File: src/hw/rgm_pkg.sv
/*
  rgm_pkg: shared constants and carrier types for the receive gain and
  measurement command block. Assumes a 20 MHz system clock and a
  classic Wishbone slave with 32-bit data and byte addresses.
*/
package rgm_pkg;

  localparam int CLK_HZ = 20_000_000;

  // register byte offsets
  localparam logic [7:0] OFS_CTRL = 8'h00;
  localparam logic [7:0] OFS_CMD = 8'h04;
  localparam logic [7:0] OFS_STATUS = 8'h08;
  localparam logic [7:0] OFS_RX_CFG3 = 8'h0C;
  localparam logic [7:0] OFS_RX_CFG4 = 8'h10;
  localparam logic [7:0] OFS_ADC_OUT = 8'h14;
  localparam logic [7:0] OFS_RX_FILT = 8'h18;

  // control register fields
  localparam int CTRL_EN_BIT = 7;
  localparam int CTRL_RX_EN_BIT = 6;
  localparam int CTRL_TX_EN_BIT = 3;
  localparam int CTRL_EXT_REG_BIT = 2;
  localparam int CTRL_SUPPLY_5V_BIT = 0;
  localparam logic [7:0] CTRL_RESET = 8'h00;
  localparam logic [7:0] CFG3_RESET = 8'h00;
  localparam logic [7:0] CFG4_RESET = 8'h00;
  localparam logic [7:0] FILT_RESET = 8'h00;

  // command codes written to OFS_CMD
  localparam logic [7:0] CMD_MASK_RX = 8'hD0;
  localparam logic [7:0] CMD_UNMASK_RX = 8'hD1;
  localparam logic [7:0] CMD_MEAS_AMP = 8'hD3;
  localparam logic [7:0] CMD_SQUELCH = 8'hD4;
  localparam logic [7:0] CMD_RESET_GAIN = 8'hD5;
  localparam logic [7:0] CMD_ADJ_REG = 8'hD6;

  // amplitude code: 13.02 mV pp per lsb, full scale input gives this
  localparam logic [7:0] AMP_MAX_CODE = 8'hE6;

  // regulator: 5.1 V down to 3.9 V by 120 mV, or 3.4 V to 2.4 V by 100 mV
  localparam int REG_MAX_MV_5V = 5100;
  localparam int REG_MIN_MV_5V = 3900;
  localparam int REG_STEP_MV_5V = 120;
  localparam int REG_MAX_MV_3V = 3400;
  localparam int REG_MIN_MV_3V = 2400;
  localparam int REG_STEP_MV_3V = 100;
  localparam int REG_MARGIN_MV = 250;
  localparam logic [3:0] REG_TOP_STEP = 4'((REG_MAX_MV_5V - REG_MIN_MV_5V) / REG_STEP_MV_5V);

  // timing, longest times round down
  localparam int MEAS_AMP_US = 25;
  localparam int SQUELCH_US = 500;
  localparam int REG_PERIOD_US = 300;
  localparam int ADJ_REG_MS = 5;
  localparam int MEAS_AMP_CYC = MEAS_AMP_US * (CLK_HZ / 1_000_000);
  localparam int SQUELCH_CYC = SQUELCH_US * (CLK_HZ / 1_000_000);
  localparam int REG_PERIOD_CYC = REG_PERIOD_US * (CLK_HZ / 1_000_000);
  localparam int ADJ_REG_CYC = ADJ_REG_MS * (CLK_HZ / 1_000);

  typedef struct packed {
    logic clip_stage12;
    logic active_mode_gain_reduce;
  } rgm_cfg3_t;

  typedef struct packed {
    logic lowpass_select_hi;
    logic lowpass_select_lo;
    logic zero_setting_two;
    logic zero_setting_one;
    logic zero_setting_zero;
  } rgm_filt_t;

  typedef enum logic [1:0] {
    ST_IDLE,
    ST_MEAS_AMP,
    ST_SQUELCH,
    ST_ADJ_REG
  } rgm_state_t;

endpackage

File: src/hw/rgm_cmd_core.sv
/*
  rgm_cmd_core: direct command execution for receive masking, amplitude
  measurement, squelch, receive gain reset and regulator adjustment,
  plus the receiver configuration bits, behind a Wishbone slave.
  Assumes the converter, detectors, regulator and mask timer sit outside
  on the same clock, except xtal_stable_i and margin_ok_i, which are
  analog levels and are synchronised here.
*/
// The Wishbone slave port was decided locally.
// Operation
// - mask command drives receive gate low and stops receive framing
// - effective mask is command mask OR mask timer state
// - unmask raises gate, enables framing, resets running mask timer
// - mask and unmask only accepted while receiver enable is set
// - mask, unmask, gain reset chain; measure, squelch, regulator do not
// - termination pulse after measure amplitude and regulator adjust only
// - measure enables transmitter, detector, absolute converter, stores result
// - amplitude code is 13.02 mV pp per lsb, full scale E6h
// - measure amplitude finishes within 25 us
// - measure, gain reset, regulator need enable bit and stable crystal
// - squelch needs tx and rx on, runs only with gate low, 500 us
// - gain reset inits agc, aborts squelch, loads manual gain
// - regulator adjust switches rx and tx on, regulator to maximum
// - every 300 us lower regulator one step if margin below 250 mV
// - stepping stops at margin reached or minimum setting
// - regulator adjust finishes within 5 ms
// - regulator adjust refused while external regulator select is set
// - config three holds clip and active mode gain reduce bits
// - filter bits 4:3 low pass, bits 2:0 zero setting
`timescale 1ns/1ps
module rgm_cmd_core import rgm_pkg::*; #(
  parameter int SQUELCH_CYCLES = SQUELCH_CYC,
  parameter int REG_PERIOD_CYCLES = REG_PERIOD_CYC,
  parameter int ADJ_REG_CYCLES = ADJ_REG_CYC
) (
  input wire logic clk_i,
  input wire logic rst_i,
  input wire logic cyc_i,
  input wire logic stb_i,
  input wire logic we_i,
  input wire logic [7:0] adr_i,
  input wire logic [3:0] sel_i,
  input wire logic [31:0] dat_i,
  output logic [31:0] dat_o,
  output logic ack_o,
  input wire logic xtal_stable_i,
  input wire logic margin_ok_i,
  input wire logic mask_timer_run_i,
  input wire logic adc_valid_i,
  input wire logic [7:0] adc_data_i,
  output logic rx_on_o,
  output logic framing_en_o,
  output logic mask_timer_reset_o,
  output logic tx_force_on_o,
  output logic rx_force_on_o,
  output logic amp_det_en_o,
  output logic adc_abs_mode_o,
  output logic squelch_active_o,
  output logic agc_init_o,
  output logic [7:0] manual_gain_o,
  output logic [3:0] reg_step_o,
  output logic cmd_term_o,
  output logic busy_o,
  output rgm_cfg3_t cfg3_o,
  output rgm_filt_t filt_o
);

  localparam logic [19:0] MEAS_LIMIT = 20'(MEAS_AMP_CYC - 1);
  localparam logic [19:0] SQL_LIMIT = 20'(SQUELCH_CYCLES - 1);
  localparam logic [19:0] PERIOD_LIMIT = 20'(REG_PERIOD_CYCLES - 1);
  localparam logic [19:0] ADJ_LIMIT = 20'(ADJ_REG_CYCLES - 1);

  logic [7:0] ctrl_reg;
  logic [7:0] cfg3_reg;
  logic [7:0] cfg4_reg;
  logic [7:0] filt_reg;
  logic [7:0] adc_out_reg;
  logic mask_cmd_reg;
  logic xtal_meta_reg;
  logic xtal_sync_reg;
  logic margin_meta_reg;
  logic margin_sync_reg;
  rgm_state_t state_reg;
  logic [19:0] cnt_reg;
  logic [19:0] total_reg;
  logic [3:0] step_reg;

  logic bus_req;
  logic wr_req;
  logic cmd_wr;
  logic [7:0] cmd_code;
  logic en_ok;
  logic do_mask;
  logic do_unmask;
  logic do_meas;
  logic do_squelch;
  logic do_gain_reset;
  logic do_adj;
  logic mask_cmd_next;
  logic mask_any;

  // bus slave: one wait state, ack drops after one cycle
  assign bus_req = cyc_i & stb_i & ~ack_o;
  assign wr_req = bus_req & we_i;
  assign cmd_wr = wr_req & (adr_i == OFS_CMD) & sel_i[0];
  assign cmd_code = dat_i[7:0];

  always_ff @(posedge clk_i) begin
    if (rst_i) begin
      ack_o <= 1'b0;
    end else begin
      ack_o <= bus_req;
    end
  end

  always_ff @(posedge clk_i) begin
    if (rst_i) begin
      dat_o <= 32'h00000000;
    end else if (bus_req & ~we_i) begin
      case (adr_i)
        OFS_CTRL: dat_o <= {24'h000000, ctrl_reg};
        OFS_STATUS: dat_o <= {24'h000000, step_reg, squelch_active_o, mask_cmd_reg, rx_on_o,
                              busy_o};
        OFS_RX_CFG3: dat_o <= {24'h000000, cfg3_reg};
        OFS_RX_CFG4: dat_o <= {24'h000000, cfg4_reg};
        OFS_ADC_OUT: dat_o <= {24'h000000, adc_out_reg};
        OFS_RX_FILT: dat_o <= {24'h000000, filt_reg};
        default: dat_o <= 32'h00000000;
      endcase
    end
  end

  always_ff @(posedge clk_i) begin
    if (rst_i) begin
      ctrl_reg <= CTRL_RESET;
      cfg3_reg <= CFG3_RESET;
      cfg4_reg <= CFG4_RESET;
      filt_reg <= FILT_RESET;
    end else if (wr_req & sel_i[0]) begin
      case (adr_i)
        OFS_CTRL: ctrl_reg <= dat_i[7:0];
        OFS_RX_CFG3: cfg3_reg <= {6'h00, dat_i[1:0]};
        OFS_RX_CFG4: cfg4_reg <= dat_i[7:0];
        OFS_RX_FILT: filt_reg <= {3'h0, dat_i[4:0]};
        default: ;
      endcase
    end
  end

  always_ff @(posedge clk_i) begin
    if (rst_i) begin
      cfg3_o <= '0;
      filt_o <= '0;
    end else begin
      cfg3_o <= rgm_cfg3_t'(cfg3_reg[1:0]);
      filt_o <= rgm_filt_t'(filt_reg[4:0]);
    end
  end

  // analog levels, two flops before use
  always_ff @(posedge clk_i) begin
    if (rst_i) begin
      xtal_meta_reg <= 1'b0;
      xtal_sync_reg <= 1'b0;
      margin_meta_reg <= 1'b0;
      margin_sync_reg <= 1'b0;
    end else begin
      xtal_meta_reg <= xtal_stable_i;
      xtal_sync_reg <= xtal_meta_reg;
      margin_meta_reg <= margin_ok_i;
      margin_sync_reg <= margin_meta_reg;
    end
  end

  // command acceptance; refused codes leave everything as it was
  assign en_ok = ctrl_reg[CTRL_EN_BIT] & xtal_sync_reg;
  assign do_mask = cmd_wr & (cmd_code == CMD_MASK_RX) & ctrl_reg[CTRL_RX_EN_BIT];
  assign do_unmask = cmd_wr & (cmd_code == CMD_UNMASK_RX) & ctrl_reg[CTRL_RX_EN_BIT];
  // chainable ones are taken even while a squelch runs
  assign do_gain_reset = cmd_wr & (cmd_code == CMD_RESET_GAIN) & en_ok;
  // non-chainable ones need a free engine
  assign do_meas = cmd_wr & (cmd_code == CMD_MEAS_AMP) & en_ok & ~busy_o;
  assign do_adj = cmd_wr & (cmd_code == CMD_ADJ_REG) & en_ok & ~busy_o
                  & ~ctrl_reg[CTRL_EXT_REG_BIT];
  // squelch with gate high is refused, as it would have nothing to do
  assign do_squelch = cmd_wr & (cmd_code == CMD_SQUELCH) & ~busy_o
                      & ctrl_reg[CTRL_TX_EN_BIT] & ctrl_reg[CTRL_RX_EN_BIT]
                      & ~rx_on_o;

  always_comb begin
    mask_cmd_next = mask_cmd_reg;
    if (do_mask) begin
      mask_cmd_next = 1'b1;
    end else if (do_unmask) begin
      mask_cmd_next = 1'b0;
    end
  end

  always_ff @(posedge clk_i) begin
    if (rst_i) begin
      mask_cmd_reg <= 1'b0;
    end else begin
      mask_cmd_reg <= mask_cmd_next;
    end
  end

  // gate is the or of both mask sources; unmask also overrides the timer
  assign mask_any = mask_cmd_next | (mask_timer_run_i & ~do_unmask);
  always_ff @(posedge clk_i) begin
    if (rst_i) begin
      rx_on_o <= 1'b0;
      framing_en_o <= 1'b0;
      mask_timer_reset_o <= 1'b0;
    end else begin
      rx_on_o <= ctrl_reg[CTRL_RX_EN_BIT] & ~mask_any;
      framing_en_o <= ~mask_any;
      mask_timer_reset_o <= do_unmask & mask_timer_run_i;
    end
  end

  // gain reset: one-cycle init pulse and manual gain load
  always_ff @(posedge clk_i) begin
    if (rst_i) begin
      agc_init_o <= 1'b0;
      manual_gain_o <= 8'h00;
    end else begin
      agc_init_o <= do_gain_reset;
      if (do_gain_reset) begin
        manual_gain_o <= cfg4_reg;
      end
    end
  end

  // sequence engine for the non-chainable commands
  always_ff @(posedge clk_i) begin
    if (rst_i) begin
      state_reg <= ST_IDLE;
      cnt_reg <= 20'h00000;
      total_reg <= 20'h00000;
      step_reg <= REG_TOP_STEP;
      busy_o <= 1'b0;
      cmd_term_o <= 1'b0;
      adc_out_reg <= 8'h00;
      tx_force_on_o <= 1'b0;
      rx_force_on_o <= 1'b0;
      amp_det_en_o <= 1'b0;
      adc_abs_mode_o <= 1'b0;
      squelch_active_o <= 1'b0;
    end else begin
      cmd_term_o <= 1'b0;
      case (state_reg)
        ST_IDLE: begin
          cnt_reg <= 20'h00000;
          total_reg <= 20'h00000;
          if (do_meas) begin
            state_reg <= ST_MEAS_AMP;
            busy_o <= 1'b1;
            tx_force_on_o <= 1'b1;
            amp_det_en_o <= 1'b1;
            adc_abs_mode_o <= 1'b1;
          end else if (do_adj) begin
            state_reg <= ST_ADJ_REG;
            busy_o <= 1'b1;
            tx_force_on_o <= 1'b1;
            rx_force_on_o <= 1'b1;
            step_reg <= REG_TOP_STEP;
          end else if (do_squelch) begin
            state_reg <= ST_SQUELCH;
            busy_o <= 1'b1;
            squelch_active_o <= 1'b1;
          end
        end
        ST_MEAS_AMP: begin
          cnt_reg <= cnt_reg + 20'h00001;
          // result saturates at the full-scale code; timeout keeps old result
          if (adc_valid_i | (cnt_reg == MEAS_LIMIT)) begin
            if (adc_valid_i) begin
              adc_out_reg <= (adc_data_i > AMP_MAX_CODE) ? AMP_MAX_CODE : adc_data_i;
            end
            state_reg <= ST_IDLE;
            busy_o <= 1'b0;
            cmd_term_o <= 1'b1;
            tx_force_on_o <= 1'b0;
            amp_det_en_o <= 1'b0;
            adc_abs_mode_o <= 1'b0;
          end
        end
        ST_SQUELCH: begin
          cnt_reg <= cnt_reg + 20'h00001;
          // no termination pulse here, also when aborted
          if (do_gain_reset | (cnt_reg == SQL_LIMIT)) begin
            state_reg <= ST_IDLE;
            busy_o <= 1'b0;
            squelch_active_o <= 1'b0;
          end
        end
        ST_ADJ_REG: begin
          total_reg <= total_reg + 20'h00001;
          if (cnt_reg == PERIOD_LIMIT) begin
            cnt_reg <= 20'h00000;
            if (margin_sync_reg | (step_reg == 4'h0)) begin
              state_reg <= ST_IDLE;
            end else begin
              step_reg <= step_reg - 4'h1;
            end
          end else begin
            cnt_reg <= cnt_reg + 20'h00001;
          end
          // hard stop so the command never outlives its budget
          if ((total_reg == ADJ_LIMIT) | ((cnt_reg == PERIOD_LIMIT)
              & (margin_sync_reg | (step_reg == 4'h0)))) begin
            state_reg <= ST_IDLE;
            busy_o <= 1'b0;
            cmd_term_o <= 1'b1;
            tx_force_on_o <= 1'b0;
            rx_force_on_o <= 1'b0;
          end
        end
        default: begin
          state_reg <= ST_IDLE;
          busy_o <= 1'b0;
        end
      endcase
    end
  end

  always_ff @(posedge clk_i) begin
    if (rst_i) begin
      reg_step_o <= REG_TOP_STEP;
    end else begin
      reg_step_o <= step_reg;
    end
  end

  // supply choice only changes the mV meaning of a step, not the count
  logic supply_5v_unused;
  assign supply_5v_unused = ctrl_reg[CTRL_SUPPLY_5V_BIT];

endmodule

File: config.mk
export PLATFORM = sky130hd
export DESIGN_NAME = rgm_cmd_core
export DESIGN_NICKNAME = d
export VERILOG_FILES = /design/src/hw/rgm_pkg.sv /design/src/hw/rgm_cmd_core.sv
export SDC_FILE = /design/constraint.sdc
export NUM_CORES = 1
export LEC_CHECK = 0
export BUFFER_PORTS_ARGS = -buffer_cell sky130_fd_sc_hd__buf_4
export CAP_MARGIN = 15
export CORE_MARGIN = 8
export CORE_UTILIZATION = 35
export CTS_CLUSTER_DIAMETER = 200
export DETAILED_ROUTE_END_ITERATION = 10
export GPL_TIMING_DRIVEN = 0
export SLEW_MARGIN = 0
export SYNTH_ARGS = -nofsm -noshare
export SYNTH_HDL_FRONTEND = slang
export SYNTH_SLANG_ARGS = --single-unit
File: constraint.sdc
create_clock -name clk_i -period 3.3 [get_ports clk_i]
set_clock_uncertainty 0.1 [all_clocks]
set_input_delay 0.66 -clock clk_i [delete_from_list [all_inputs] [get_ports clk_i]]
set_output_delay 0.66 -clock clk_i [all_outputs]
set_load 0.05 [all_outputs]
# ---- Word level (Yosys, flattened, before mapping)
# Cells that the tools add are included.
dict set report classes {
  n_addsub 3
  magnitude_cmp 1
  n_eq_ne 33
  mux 41
  bitwise 42
  n_reduce_logical 20
}
# op count
set op_table {}
lappend op_table {{$pmux 20 s3} 1}
lappend op_table {{$eq 8x8->1 const B} 6}
lappend op_table {{$pmux 8 s6} 1}
lappend op_table {{$add 20x1->20 const B} 2}
lappend op_table {{$pmux 20 s2} 1}
lappend op_table {{$and 1x1->1} 30}
lappend op_table {{$eq 8x5->1 const B} 3}
lappend op_table {{$eq 20x13->1 const B} 1}
lappend op_table {{$eq 20x14->1 const B} 1}
lappend op_table {{$eq 20x17->1 const B} 1}
lappend op_table {{$eq 20x9->1 const B} 1}
lappend op_table {{$mux 20} 1}
lappend op_table {{$ne 2x2->1 const B} 10}
lappend op_table {{$eq 8x4->1 const B} 2}
lappend op_table {{$mux 1} 16}
lappend op_table {{$mux 2} 8}
lappend op_table {{$mux 4} 4}
lappend op_table {{$reduce_and 5->1} 3}
lappend op_table {{$reduce_and 4->1} 3}
lappend op_table {{$ne 3x3->1 const B} 3}
lappend op_table {{$eq 8x3->1 const B} 1}
lappend op_table {{$gt 8x8->1 const B} 1}
lappend op_table {{$logic_not 8->1} 1}
lappend op_table {{$mux 8} 1}
lappend op_table {{18 further kinds} 38}
dict set report totals {
  register_bits 144
  in_bits 61
  out_inout_bits 63
  elab_cells 175
}

# ---- Depth between registers and ports, before layout
# Gate-level depths: netlist of run 1.
dict set report depth {
  depth_word 14
  ltp_mapped 9
  ltp_nobuf 8
}

# ---- Worst setup path before layout of run 1
# No wires, ideal clock.
dict set report synth_path {
  path_kind {input-to-reg}
  start {in adr_i[5]}
  end {reg busy_o}
  setup_ns 0.072
  arrival_ns 2.485
  required_ns 3.128
  setup_slack_ns 0.643
  cell_stages 9
  path_buffers 3
  path_cell_list {or3_1 > clkbuf_1 > or2_2 > buf_2 > nor3_2 > buf_4 > nand3b_1 > o211a_1 > mux2i_1}
}
dict set report synth_via {
  elab_chain_cells 10
  elab_cells_between_ends 24
}
# item line
set synth_lines {}
lappend synth_lines {{start, declared} rgm_cmd_core.sv:41} ;# input wire logic [7:0] adr_i,
lappend synth_lines {{$eq 8x3->1 *} rgm_cmd_core.sv:105} ;# assign cmd_wr = wr_req & (adr_i == OFS_CMD) & sel_i[0];
lappend synth_lines {{$and 1x1->1 * (2 in series)} rgm_cmd_core.sv:105}
lappend synth_lines {{$and 1x1->1, on equally long branches (2 in series)} {rgm_cmd_core.sv:186, rgm_cmd_core.sv:183}}
lappend synth_lines {{$and 1x1->1, on equally long branches} {rgm_cmd_core.sv:187, rgm_cmd_core.sv:183}}
lappend synth_lines {{$and 1x1->1, on equally long branches} {rgm_cmd_core.sv:187, rgm_cmd_core.sv:184}}
lappend synth_lines {{$and 1x1->1 or $mux 1 (tied branches)} {rgm_cmd_core.sv:188, rgm_cmd_core.sv:261}}
lappend synth_lines {{$ne 4x4->1 (no source line) or $mux 1 (tied branches)} -}
lappend synth_lines {{$reduce_and 4->1 (no source line) or $pmux 1 s4 (tied branches)} -}
lappend synth_lines {{end signal, assigned} rgm_cmd_core.sv:241} ;# busy_o <= 1'b0;
lappend synth_lines {{end signal, assigned} rgm_cmd_core.sv:257} ;# busy_o <= 1'b1;
lappend synth_lines {{end signal, assigned} rgm_cmd_core.sv:263} ;# busy_o <= 1'b1;
lappend synth_lines {{end, declared} rgm_cmd_core.sv:63} ;# output logic busy_o,
# Every way passes the cells marked *; elsewhere a longest branch is shown, timed or not.
# A chain may end at the register's enable or synchronous reset.

# ---- Worst setup path after layout of run 1
dict set report layout_path {
  start {reg cnt_reg[0]}
  end {reg step_reg[3]}
}
dict set report layout_via {
  elab_chain_cells 3
}
# item line
set layout_lines {}
lappend layout_lines {{start, declared} rgm_cmd_core.sv:84} ;# logic [19:0] cnt_reg;
lappend layout_lines {{start signal, assigned} rgm_cmd_core.sv:274} ;# cnt_reg <= cnt_reg + 20'h00001;
lappend layout_lines {{start signal, assigned} rgm_cmd_core.sv:289} ;# cnt_reg <= cnt_reg + 20'h00001;
lappend layout_lines {{start signal, assigned} rgm_cmd_core.sv:307} ;# cnt_reg <= cnt_reg + 20'h00001;
lappend layout_lines {{$eq 20x13->1} rgm_cmd_core.sv:299} ;# if (cnt_reg == PERIOD_LIMIT) begin
lappend layout_lines {{$ne 2x2->1 (no source line)} -}
lappend layout_lines {{$reduce_and 5->1 (no source line)} -}
lappend layout_lines {{end signal, assigned} rgm_cmd_core.sv:304} ;# step_reg <= step_reg - 4'h1;
lappend layout_lines {{end, declared} rgm_cmd_core.sv:86} ;# logic [3:0] step_reg;
# Every way passes these cells.

==> results_tabular.tex, run 1 <==
\begin{tabular}{lr}
\hline
Metric & Value \\
\hline
\multicolumn{2}{l}{\textbf{Outcome}} \\
Status & complete, no violations \\
\multicolumn{2}{l}{\textbf{Clock tree}} \\
CTS Hold Buffers Added & 0 \\
TritonCTS clock tree & built \\
Number of gates resized after CTS & 0 \\
Clock root buffer & sky130\_fd\_sc\_hd\_\_clkbuf\_16 \\
Clock latency reported for the late side of the worst-skew pair & 420 ps \\
Buffers inserted by post-CTS timing repair & 0 \\
Clock tree buffer depth & 2 \\
H-tree levels & 4 \\
Number of sinks handled by clock tree synthesis & 120 \\
Clock-pin slew on the worst setup and hold paths & 50 ps \\
TritonCTS Buffers & 17 \\
\multicolumn{2}{l}{\textbf{Setup path}} \\
Kind of end point of the critical path & register \\
Data required time of the critical path & 3490 ps \\
Arrival time of the worst setup path & 2940 ps \\
Highest fanout seen on the critical path & 5 \\
Cell class contributing the biggest share of worst-path delay & simple AND/OR/NAND/NOR gates \\
Series of cell instances along the critical path & ha\_1 -> or4b\_4 -> nor4\_4 -> nand3b\_2 -> or4\_4 -> nor4\_2 -> a221oi\_1 \\
Worst-case register-to-register setup slack & 550 ps \\
Worst-path cell with the longest stage delay & sky130\_fd\_sc\_hd\_\_or4b\_4 \\
Crit path buffers/inverters & 0 \\
Path type of the worst setup path & reg2reg \\
Crit path launch type & register \\
Max incr delay on CP & 500 ps \\
\multicolumn{2}{l}{\textbf{Finish}} \\
Number of inserted diodes & 0 \\
Final Core Density & 0.4491 \\
Filler cells & 1587 \\
Area taken by multi-input logic gates & 2920 µm² \\
Area growth from synthesis to final layout & 26.57\% \\
NumNets Final & 826 \\
Sequential cell area & 2402 µm² \\
Share of post-route cells with drive strength above 1 & 0.1930 \\
\multicolumn{2}{l}{\textbf{Synthesis}} \\
Gate Count Post-Synth & 644 \\
Proportion of netlist area held by the largest area contributor & 0.4293 \\
Synth area leaders & sky130\_fd\_sc\_hd\_\_dfxtp\_1 43\%, sky130\_fd\_sc\_hd\_\_nor2\_1 6.4\%, sky130\_fd\_sc\_hd\_\_mux2i\_1 3.9\% \\
Post-Syn Area per Cell & 8.688 µm² \\
Sequential element share of the synthesized area & 0.4293 \\
Async S/R FF share, synth & 0 \\
Cell type with the highest aggregate area in the netlist & sky130\_fd\_sc\_hd\_\_dfxtp\_1 \\
Most frequently used flop master after synthesis & sky130\_fd\_sc\_hd\_\_dfxtp\_1 \\
Post-synthesis register bit count & 120 \\
Area of the mapped netlist & 5595 µm² \\
Unique cell type count in the Yosys netlist & 62 \\
Number of flops mapped to enable cells by yosys & 0 \\
Number of synthesis warnings & 0 \\
\multicolumn{2}{l}{\textbf{Placement}} \\
Worst slack at placement & 252.6 ps \\
Routability-driven placement congestion ratio & 0.8238 \\
DPL Wire Length & 11070 µm \\
IO buf count & 70 \\
\multicolumn{2}{l}{\textbf{Route}} \\
Antenna viol nets, final & 0 \\
Number of iterations in the first detailed-routing pass & 7 \\
First-iteration detailed-routing DRC count & 341 \\
Via total after detailed routing & 4774 \\
Avg Vias per Cell & 4.857 \\
Post-detailed-route DRC marker count & 0 \\
Wirelength, routed & 14700 µm \\
Routed length per instance & 14.95 µm \\
\multicolumn{2}{l}{\textbf{Global route}} \\
Antenna violations before repair & 0 \\
Maximum number of pins on one net before global-route repair & 17 \\
First-pass GRT wire length & 23540 µm \\
Total global-route track usage & 0.1483 \\
Via count of the first global-routing pass & 4531 \\
Gr ovfl total & 0 \\
\multicolumn{2}{l}{\textbf{STA}} \\
Hold violation total from the final report & 0 \\
RSZ-0062 raised after global routing & false \\
Hold Worst Slack & 355.6 ps \\
Worst setup margin & 551.6 ps \\
Tightest slew margin relative to the limit & 0.5238 \\
Post-route fraction of the period consumed by the critical path & 0.8329 \\
Total Negative Setup Slacks & 0 ps \\
F\_max & 0.3638 GHz \\
Max Slew Vio Count & 0 \\
Setup Viol. Count Final & 0 \\
Clock period minus worst slack & 2748 ps \\
Transition time at the pin with the least slew margin & 708.8 ps \\
\multicolumn{2}{l}{\textbf{Min path}} \\
Worst min path class & reg2reg \\
\multicolumn{2}{l}{\textbf{Power}} \\
Fraction of power spent switching nets & 0.2228 \\
Total internal power & 0.002777 W \\
Leakage dissipation & 2.711 nW \\
Portion of total power attributed to the clock network & 0.532 \\
Worst IR drop on VDD & 355.1 µV \\
Psw & 0.0007958 W \\
Power share of the sequential group & 0.408 \\
Combinational group share of total power & 0.060 \\
Power per standard cell area & 504.5 nW/µm² \\
\multicolumn{2}{l}{\textbf{Die}} \\
Area of the core region & 15770 µm² \\
\# IOs & 124 \\
Chip height & 142.4 µm \\
Horiz. Die Dim & 142.4 µm \\
Cell Rows & 46 \\
Die Footprint & 20290 µm² \\
Starting utilization of the core area & 0.3548 \\
\multicolumn{2}{l}{\textbf{Job}} \\
Max capacitance violation total & 0 \\
\hline
\end{tabular}
==> cell usage after synthesis, types with 3 or more instances <==
cell type and count:
sky130_fd_sc_hd__nand2_1 51, sky130_fd_sc_hd__buf_1 4, sky130_fd_sc_hd__clkbuf_1 22, sky130_fd_sc_hd__nor4_1 4
sky130_fd_sc_hd__nor3b_1 4, sky130_fd_sc_hd__inv_1 13, sky130_fd_sc_hd__nand2b_1 6, sky130_fd_sc_hd__nor2b_1 17
sky130_fd_sc_hd__buf_4 27, sky130_fd_sc_hd__xor2_1 25, sky130_fd_sc_hd__a32oi_1 3, sky130_fd_sc_hd__nand3_1 36
sky130_fd_sc_hd__a22oi_1 10, sky130_fd_sc_hd__nand4b_1 6, sky130_fd_sc_hd__o31ai_1 3, sky130_fd_sc_hd__or2_2 3
sky130_fd_sc_hd__nor2_1 96, sky130_fd_sc_hd__and2_1 7, sky130_fd_sc_hd__a211oi_1 3, sky130_fd_sc_hd__nor3_1 13
sky130_fd_sc_hd__or3_1 7, sky130_fd_sc_hd__o21ai_0 8, sky130_fd_sc_hd__xnor2_1 9, sky130_fd_sc_hd__a21oi_1 36
sky130_fd_sc_hd__mux2i_1 22, sky130_fd_sc_hd__or4_4 3, sky130_fd_sc_hd__a22o_1 4, sky130_fd_sc_hd__a221o_1 5
sky130_fd_sc_hd__nand4_1 14, sky130_fd_sc_hd__dfxtp_1 120, sky130_fd_sc_hd__ha_1 9, sky130_fd_sc_hd__and3_1 8
==> worst paths after layout <==
path	from	cells after the start	end
worst max-delay path	cnt_reg[0]$_SDFF_PP0_	7	step_reg[3]$_SDFFE_PP1P_
worst min-delay path	margin_meta_reg$_SDFF_PP0_	1	margin_sync_reg$_SDFF_PP0_
worst max register to register	cnt_reg[0]$_SDFF_PP0_	7	step_reg[3]$_SDFFE_PP1P_
worst min register to register	margin_meta_reg$_SDFF_PP0_	1	margin_sync_reg$_SDFF_PP0_
==> cell type report <==
type / instances / share of cell area
clock inverters: 8 / 0.01696
plain buffers: 55 / 0.04382
inverters: 13 / 0.006890
flip-flops and latches: 120 / 0.3392
multi-input cells: 479 / 0.4124
clock buffers: 22 / 0.06837
well taps: 216 / 0.03816
repair buffers: 70 / 0.07420
==> layout by cell type (no fill, tap or decap), types with 17 or more instances in the layout <==
cell	n
sky130_fd_sc_hd__buf_4	97
sky130_fd_sc_hd__nand2_1	51
sky130_fd_sc_hd__clkbuf_1	23
sky130_fd_sc_hd__dfxtp_1	120
sky130_fd_sc_hd__nand3_1	36
sky130_fd_sc_hd__a21oi_1	36
sky130_fd_sc_hd__conb_1	24
sky130_fd_sc_hd__xor2_1	25
sky130_fd_sc_hd__mux2i_1	22
sky130_fd_sc_hd__nor2_1	96
sky130_fd_sc_hd__clkbuf_16	17
sky130_fd_sc_hd__nor2b_1	17
==> layer usage <==
metal	track usage	part of all wire
met5	0	0
met4	0.05984	0.019
met3	0.04529	0.057
met2	0.2417	0.47
met1	0.1783	0.45
==> kinds of logic after synthesis <==
logic type	count (synthesis)	synth area share
multiplexers	24	0.04338
other	1	0.0006702
AND/OR/NAND/NOR	299	0.2831
AO/OA/AOI/OAI	89	0.1060
flip-flops	120	0.4293
XOR/XNOR	34	0.05322
buffers and inverters	68	0.06418
adder cells (fa/ha/maj)	9	0.02013
==> power groups by stage <==
stage	clock (W)	sequential, W	combinational [W]
floorplan	0	0.00150	0.000132
global placement	0	0.00149	0.000212
detailed placement	0	0.00149	0.000212
CTS	0.00193	0.00146	0.000212
global route	0.00201	0.00146	0.000228
finish	0.00190	0.00146	0.000214
==> through the flow <==
stage	instances	cell area (µm²)	total power (W)
after global placement	953	6477	0.001701
after CTS	983	7082	0.003605
after detailed placement	953	6477	0.001701
final	983	7082	0.003572
after global routing	983	7082	0.003698
after floorplan	667	5682	0.001632
No activity file was read; power rests on OpenSTA's default activity.
==> run 2, diff against run 1 <==
- ABC_AREA: default -> 1
- clock period: 3.3 -> 2.4 ns (I/O delays scaled with it)
==> run 2 against run 1 <==
Effect of this change:
- clock-buffer cell count down 1
- die area is 4.9% higher
- critical endpoint is now total_reg[17]$_SDFFE_PP0P_
- cell area increased by 4.8%
- global-route usage grew 0.26 points
- non-clock buffer count shrank 10
- worst setup slack got worse by 310 ps
- combinational power grew 29%
- critical path depth is 3 higher
- via count is 14% higher
- sequential power increased by 37%
==> results_tabular.tex, run 2 <==
\begin{tabular}{lr}
\hline
Metric & Value \\
\hline
\multicolumn{2}{l}{\textbf{Outcome}} \\
Status & complete, no violations \\
\multicolumn{2}{l}{\textbf{Synthesis}} \\
Proportion of netlist area held by the largest area contributor & 0.4070 \\
Number of synthesis warnings & 0 \\
Area of the mapped netlist & 5903 µm² \\
Post-synthesis register bit count & 120 \\
Post-Syn Area per Cell & 7.252 µm² \\
Gate Count Post-Synth & 814 \\
Synth area leaders & sky130\_fd\_sc\_hd\_\_dfxtp\_1 41\%, sky130\_fd\_sc\_hd\_\_nor2\_1 8.2\%, sky130\_fd\_sc\_hd\_\_nand2\_1 7.2\% \\
Async S/R FF share, synth & 0 \\
Most used standard cells in the synthesized netlist & 129 x sky130\_fd\_sc\_hd\_\_nor2\_1, 120 x sky130\_fd\_sc\_hd\_\_dfxtp\_1, 114 x sky130\_fd\_sc\_hd\_\_nand2\_1, 101 x sky130\_fd\_sc\_hd\_\_inv\_1, 60 x sky130\_fd\_sc\_hd\_\_a21oi\_1 \\
Most frequently used flop master after synthesis & sky130\_fd\_sc\_hd\_\_dfxtp\_1 \\
Most frequently used cell type in the post-synthesis netlist & sky130\_fd\_sc\_hd\_\_nor2\_1 \\
Unique cell type count in the Yosys netlist & 44 \\
Cell type with the highest aggregate area in the netlist & sky130\_fd\_sc\_hd\_\_dfxtp\_1 \\
Number of flops mapped to enable cells by yosys & 0 \\
Sequential element share of the synthesized area & 0.4070 \\
\multicolumn{2}{l}{\textbf{STA}} \\
Worst setup margin & 241.6 ps \\
Post-route fraction of the period consumed by the critical path & 0.8993 \\
Tightest slew margin relative to the limit & 0.5663 \\
Total Negative Setup Slacks & 0 ps \\
Clock period minus worst slack & 2158 ps \\
F\_max & 0.4633 GHz \\
Hold Worst Slack & 163.9 ps \\
Setup Viol. Count Final & 0 \\
Hold violation total from the final report & 0 \\
Max Slew Vio Count & 0 \\
Transition time at the pin with the least slew margin & 650.6 ps \\
RSZ-0062 raised after global routing & false \\
\multicolumn{2}{l}{\textbf{Finish}} \\
Non-filler instance count after layout & 1159 \\
Share of post-route cells with drive strength above 1 & 0.2002 \\
Number of inserted diodes & 0 \\
Leading cell type in the layout, fill and taps excluded & sky130\_fd\_sc\_hd\_\_nor2\_1 \\
NumNets Final & 997 \\
Area growth from synthesis to final layout & 25.73\% \\
Commonest cells after routing, fill and taps aside & 129 x sky130\_fd\_sc\_hd\_\_nor2\_1, 120 x sky130\_fd\_sc\_hd\_\_dfxtp\_1, 114 x sky130\_fd\_sc\_hd\_\_nand2\_1 \\
Final Core Density & 0.4492 \\
\multicolumn{2}{l}{\textbf{Setup path}} \\
Data required time of the critical path & 2660 ps \\
Path type of the worst setup path & reg2reg \\
Max incr delay on CP & 430 ps \\
Kind of end point of the critical path & register \\
Crit path buffers/inverters & 1 \\
Series of cell instances along the critical path & inv\_1 -> ha\_1 -> nor2\_1 -> nand2\_1 -> nor2\_2 -> nand2\_2 -> nor2\_1 -> nand2\_1 -> a21oi\_1 -> o21a\_1 \\
Highest fanout seen on the critical path & 7 \\
Arrival time of the worst setup path & 2420 ps \\
Cell class contributing the biggest share of worst-path delay & simple AND/OR/NAND/NOR gates \\
Worst-path cell with the longest stage delay & sky130\_fd\_sc\_hd\_\_ha\_1 \\
Crit path launch type & register \\
\multicolumn{2}{l}{\textbf{Clock tree}} \\
Clock tree buffer depth & 2 \\
Clock root buffer & sky130\_fd\_sc\_hd\_\_clkbuf\_16 \\
Clock-pin slew on the worst setup and hold paths & 60 ps \\
CTS Hold Buffers Added & 0 \\
Number of sinks handled by clock tree synthesis & 120 \\
Clock latency reported for the late side of the worst-skew pair & 420 ps \\
Number of gates resized after CTS & 0 \\
Buffers inserted by post-CTS timing repair & 0 \\
TritonCTS clock tree & built \\
H-tree levels & 4 \\
TritonCTS Buffers & 17 \\
\multicolumn{2}{l}{\textbf{Route}} \\
Wirelength, routed & 16030 µm \\
Antenna viol nets, final & 0 \\
Post-detailed-route DRC marker count & 0 \\
Routed length per instance & 13.83 µm \\
First-iteration detailed-routing DRC count & 384 \\
Number of iterations in the first detailed-routing pass & 4 \\
Via total after detailed routing & 5424 \\
Avg Vias per Cell & 4.680 \\
\multicolumn{2}{l}{\textbf{Die}} \\
Die Footprint & 21280 µm² \\
Starting utilization of the core area & 0.3572 \\
Area of the core region & 16520 µm² \\
\# IOs & 124 \\
Chip height & 145.9 µm \\
Horiz. Die Dim & 145.9 µm \\
Cell Rows & 47 \\
\multicolumn{2}{l}{\textbf{Power}} \\
Power per standard cell area & 665.0 nW/µm² \\
Worst IR drop on VDD & 451.0 µV \\
Leakage dissipation & 3.027 nW \\
\multicolumn{2}{l}{\textbf{Placement}} \\
Worst slack at placement & 254.1 ps \\
IO buf count & 71 \\
Post-placement cell count & 1128 \\
DPL Wire Length & 12370 µm \\
Routability-driven placement congestion ratio & 0.8715 \\
\multicolumn{2}{l}{\textbf{Global route}} \\
Maximum number of pins on one net before global-route repair & 17 \\
Total global-route track usage & 0.1509 \\
First-pass GRT wire length & 25960 µm \\
Via count of the first global-routing pass & 5133 \\
Antenna violations before repair & 0 \\
Gr ovfl total & 0 \\
\multicolumn{2}{l}{\textbf{Min path}} \\
Worst min path class & in2reg \\
\multicolumn{2}{l}{\textbf{Job}} \\
Max capacitance violation total & 0 \\
\hline
\end{tabular}
[run 2: changes by cell type in the layout (fill, tap and decap cells not counted), moves of 12 or more]
cell,before,now
sky130_fd_sc_hd__nor2b_1,17,0
sky130_fd_sc_hd__clkbuf_1,23,11
sky130_fd_sc_hd__mux2i_1,22,0
sky130_fd_sc_hd__xor2_1,25,8
sky130_fd_sc_hd__nand2_1,51,114
sky130_fd_sc_hd__a21oi_1,36,60
sky130_fd_sc_hd__nor2_1,96,129
sky130_fd_sc_hd__o21ai_0,8,54
sky130_fd_sc_hd__inv_1,13,101
[run 2: metal layers]
metal,wire (µm),global-route usage
met5,0,0
met4,311,0.06351
met3,1017,0.04104
met2,6845,0.2230
met1,7854,0.2021
[run 2: per-stage QoR]
step           area (µm²)  power [W]
2_1_floorplan        5989   0.002232
3_3_place_gp         6798   0.002320
3_5_place_dp         6798   0.002319
4_1_cts              7422   0.004977
5_1_grt              7422   0.005079
6_report             7422   0.004936
[run 2: power breakdown]
| part | total, W | switching (W) | internal, W |
|---|---|---|---|
| clock | 0.00266 | 0.000918 | 0.00174 |
| sequential | 0.00200 | 0.00000265 | 0.00200 |
| combinational | 0.000277 | 0.000192 | 0.0000847 |
[run 2: final cells by class]
type                    count  area [µm²]
fillers                  1680        9102
multi-input cells         564        2895
flip-flops and latches    120        2402
repair buffers             71       533.0
clock buffers              21       480.5
inverters                 109       409.1
plain buffers              44       282.8
well taps                 220       275.3
clock inverters            10       143.9
[run 2: kinds of logic after synthesis]
group / count (synthesis) / synth area share
simple gates: 367 / 0.2910
buf+inv: 153 / 0.1172
compound gates: 153 / 0.1488
flops: 120 / 0.4070
fa+ha+maj: 9 / 0.01908
other cells: 1 / 0.0006353
xor+xnor: 11 / 0.01632
[run 2: worst paths after layout]
check / endpoint / depth (start not counted) / slack, ps / startpoint
worst max-delay path: total_reg[17]$_SDFFE_PP0P_ / 10 / 240 / state_reg[0]$_SDFFE_PP0P_
worst min-delay path: xtal_meta_reg$_SDFF_PP0_ / 3 / 160 / xtal_stable_i
worst min register to register: margin_sync_reg$_SDFF_PP0_ / 2 / 310 / margin_meta_reg$_SDFF_PP0_
worst max register to register: total_reg[17]$_SDFFE_PP0P_ / 10 / 240 / state_reg[0]$_SDFFE_PP0P_
[run 2: worst reg2reg max path, stage by stage, from the launching register on]
cell and delay (ps):
sky130_fd_sc_hd__dfxtp_1 370, sky130_fd_sc_hd__inv_1 100, sky130_fd_sc_hd__ha_1 430, sky130_fd_sc_hd__nor2_1 240, sky130_fd_sc_hd__nand2_1 140, sky130_fd_sc_hd__nor2_2 140, sky130_fd_sc_hd__nand2_2 100, sky130_fd_sc_hd__nor2_1 130
sky130_fd_sc_hd__nand2_1 100, sky130_fd_sc_hd__a21oi_1 130, sky130_fd_sc_hd__o21a_1 130
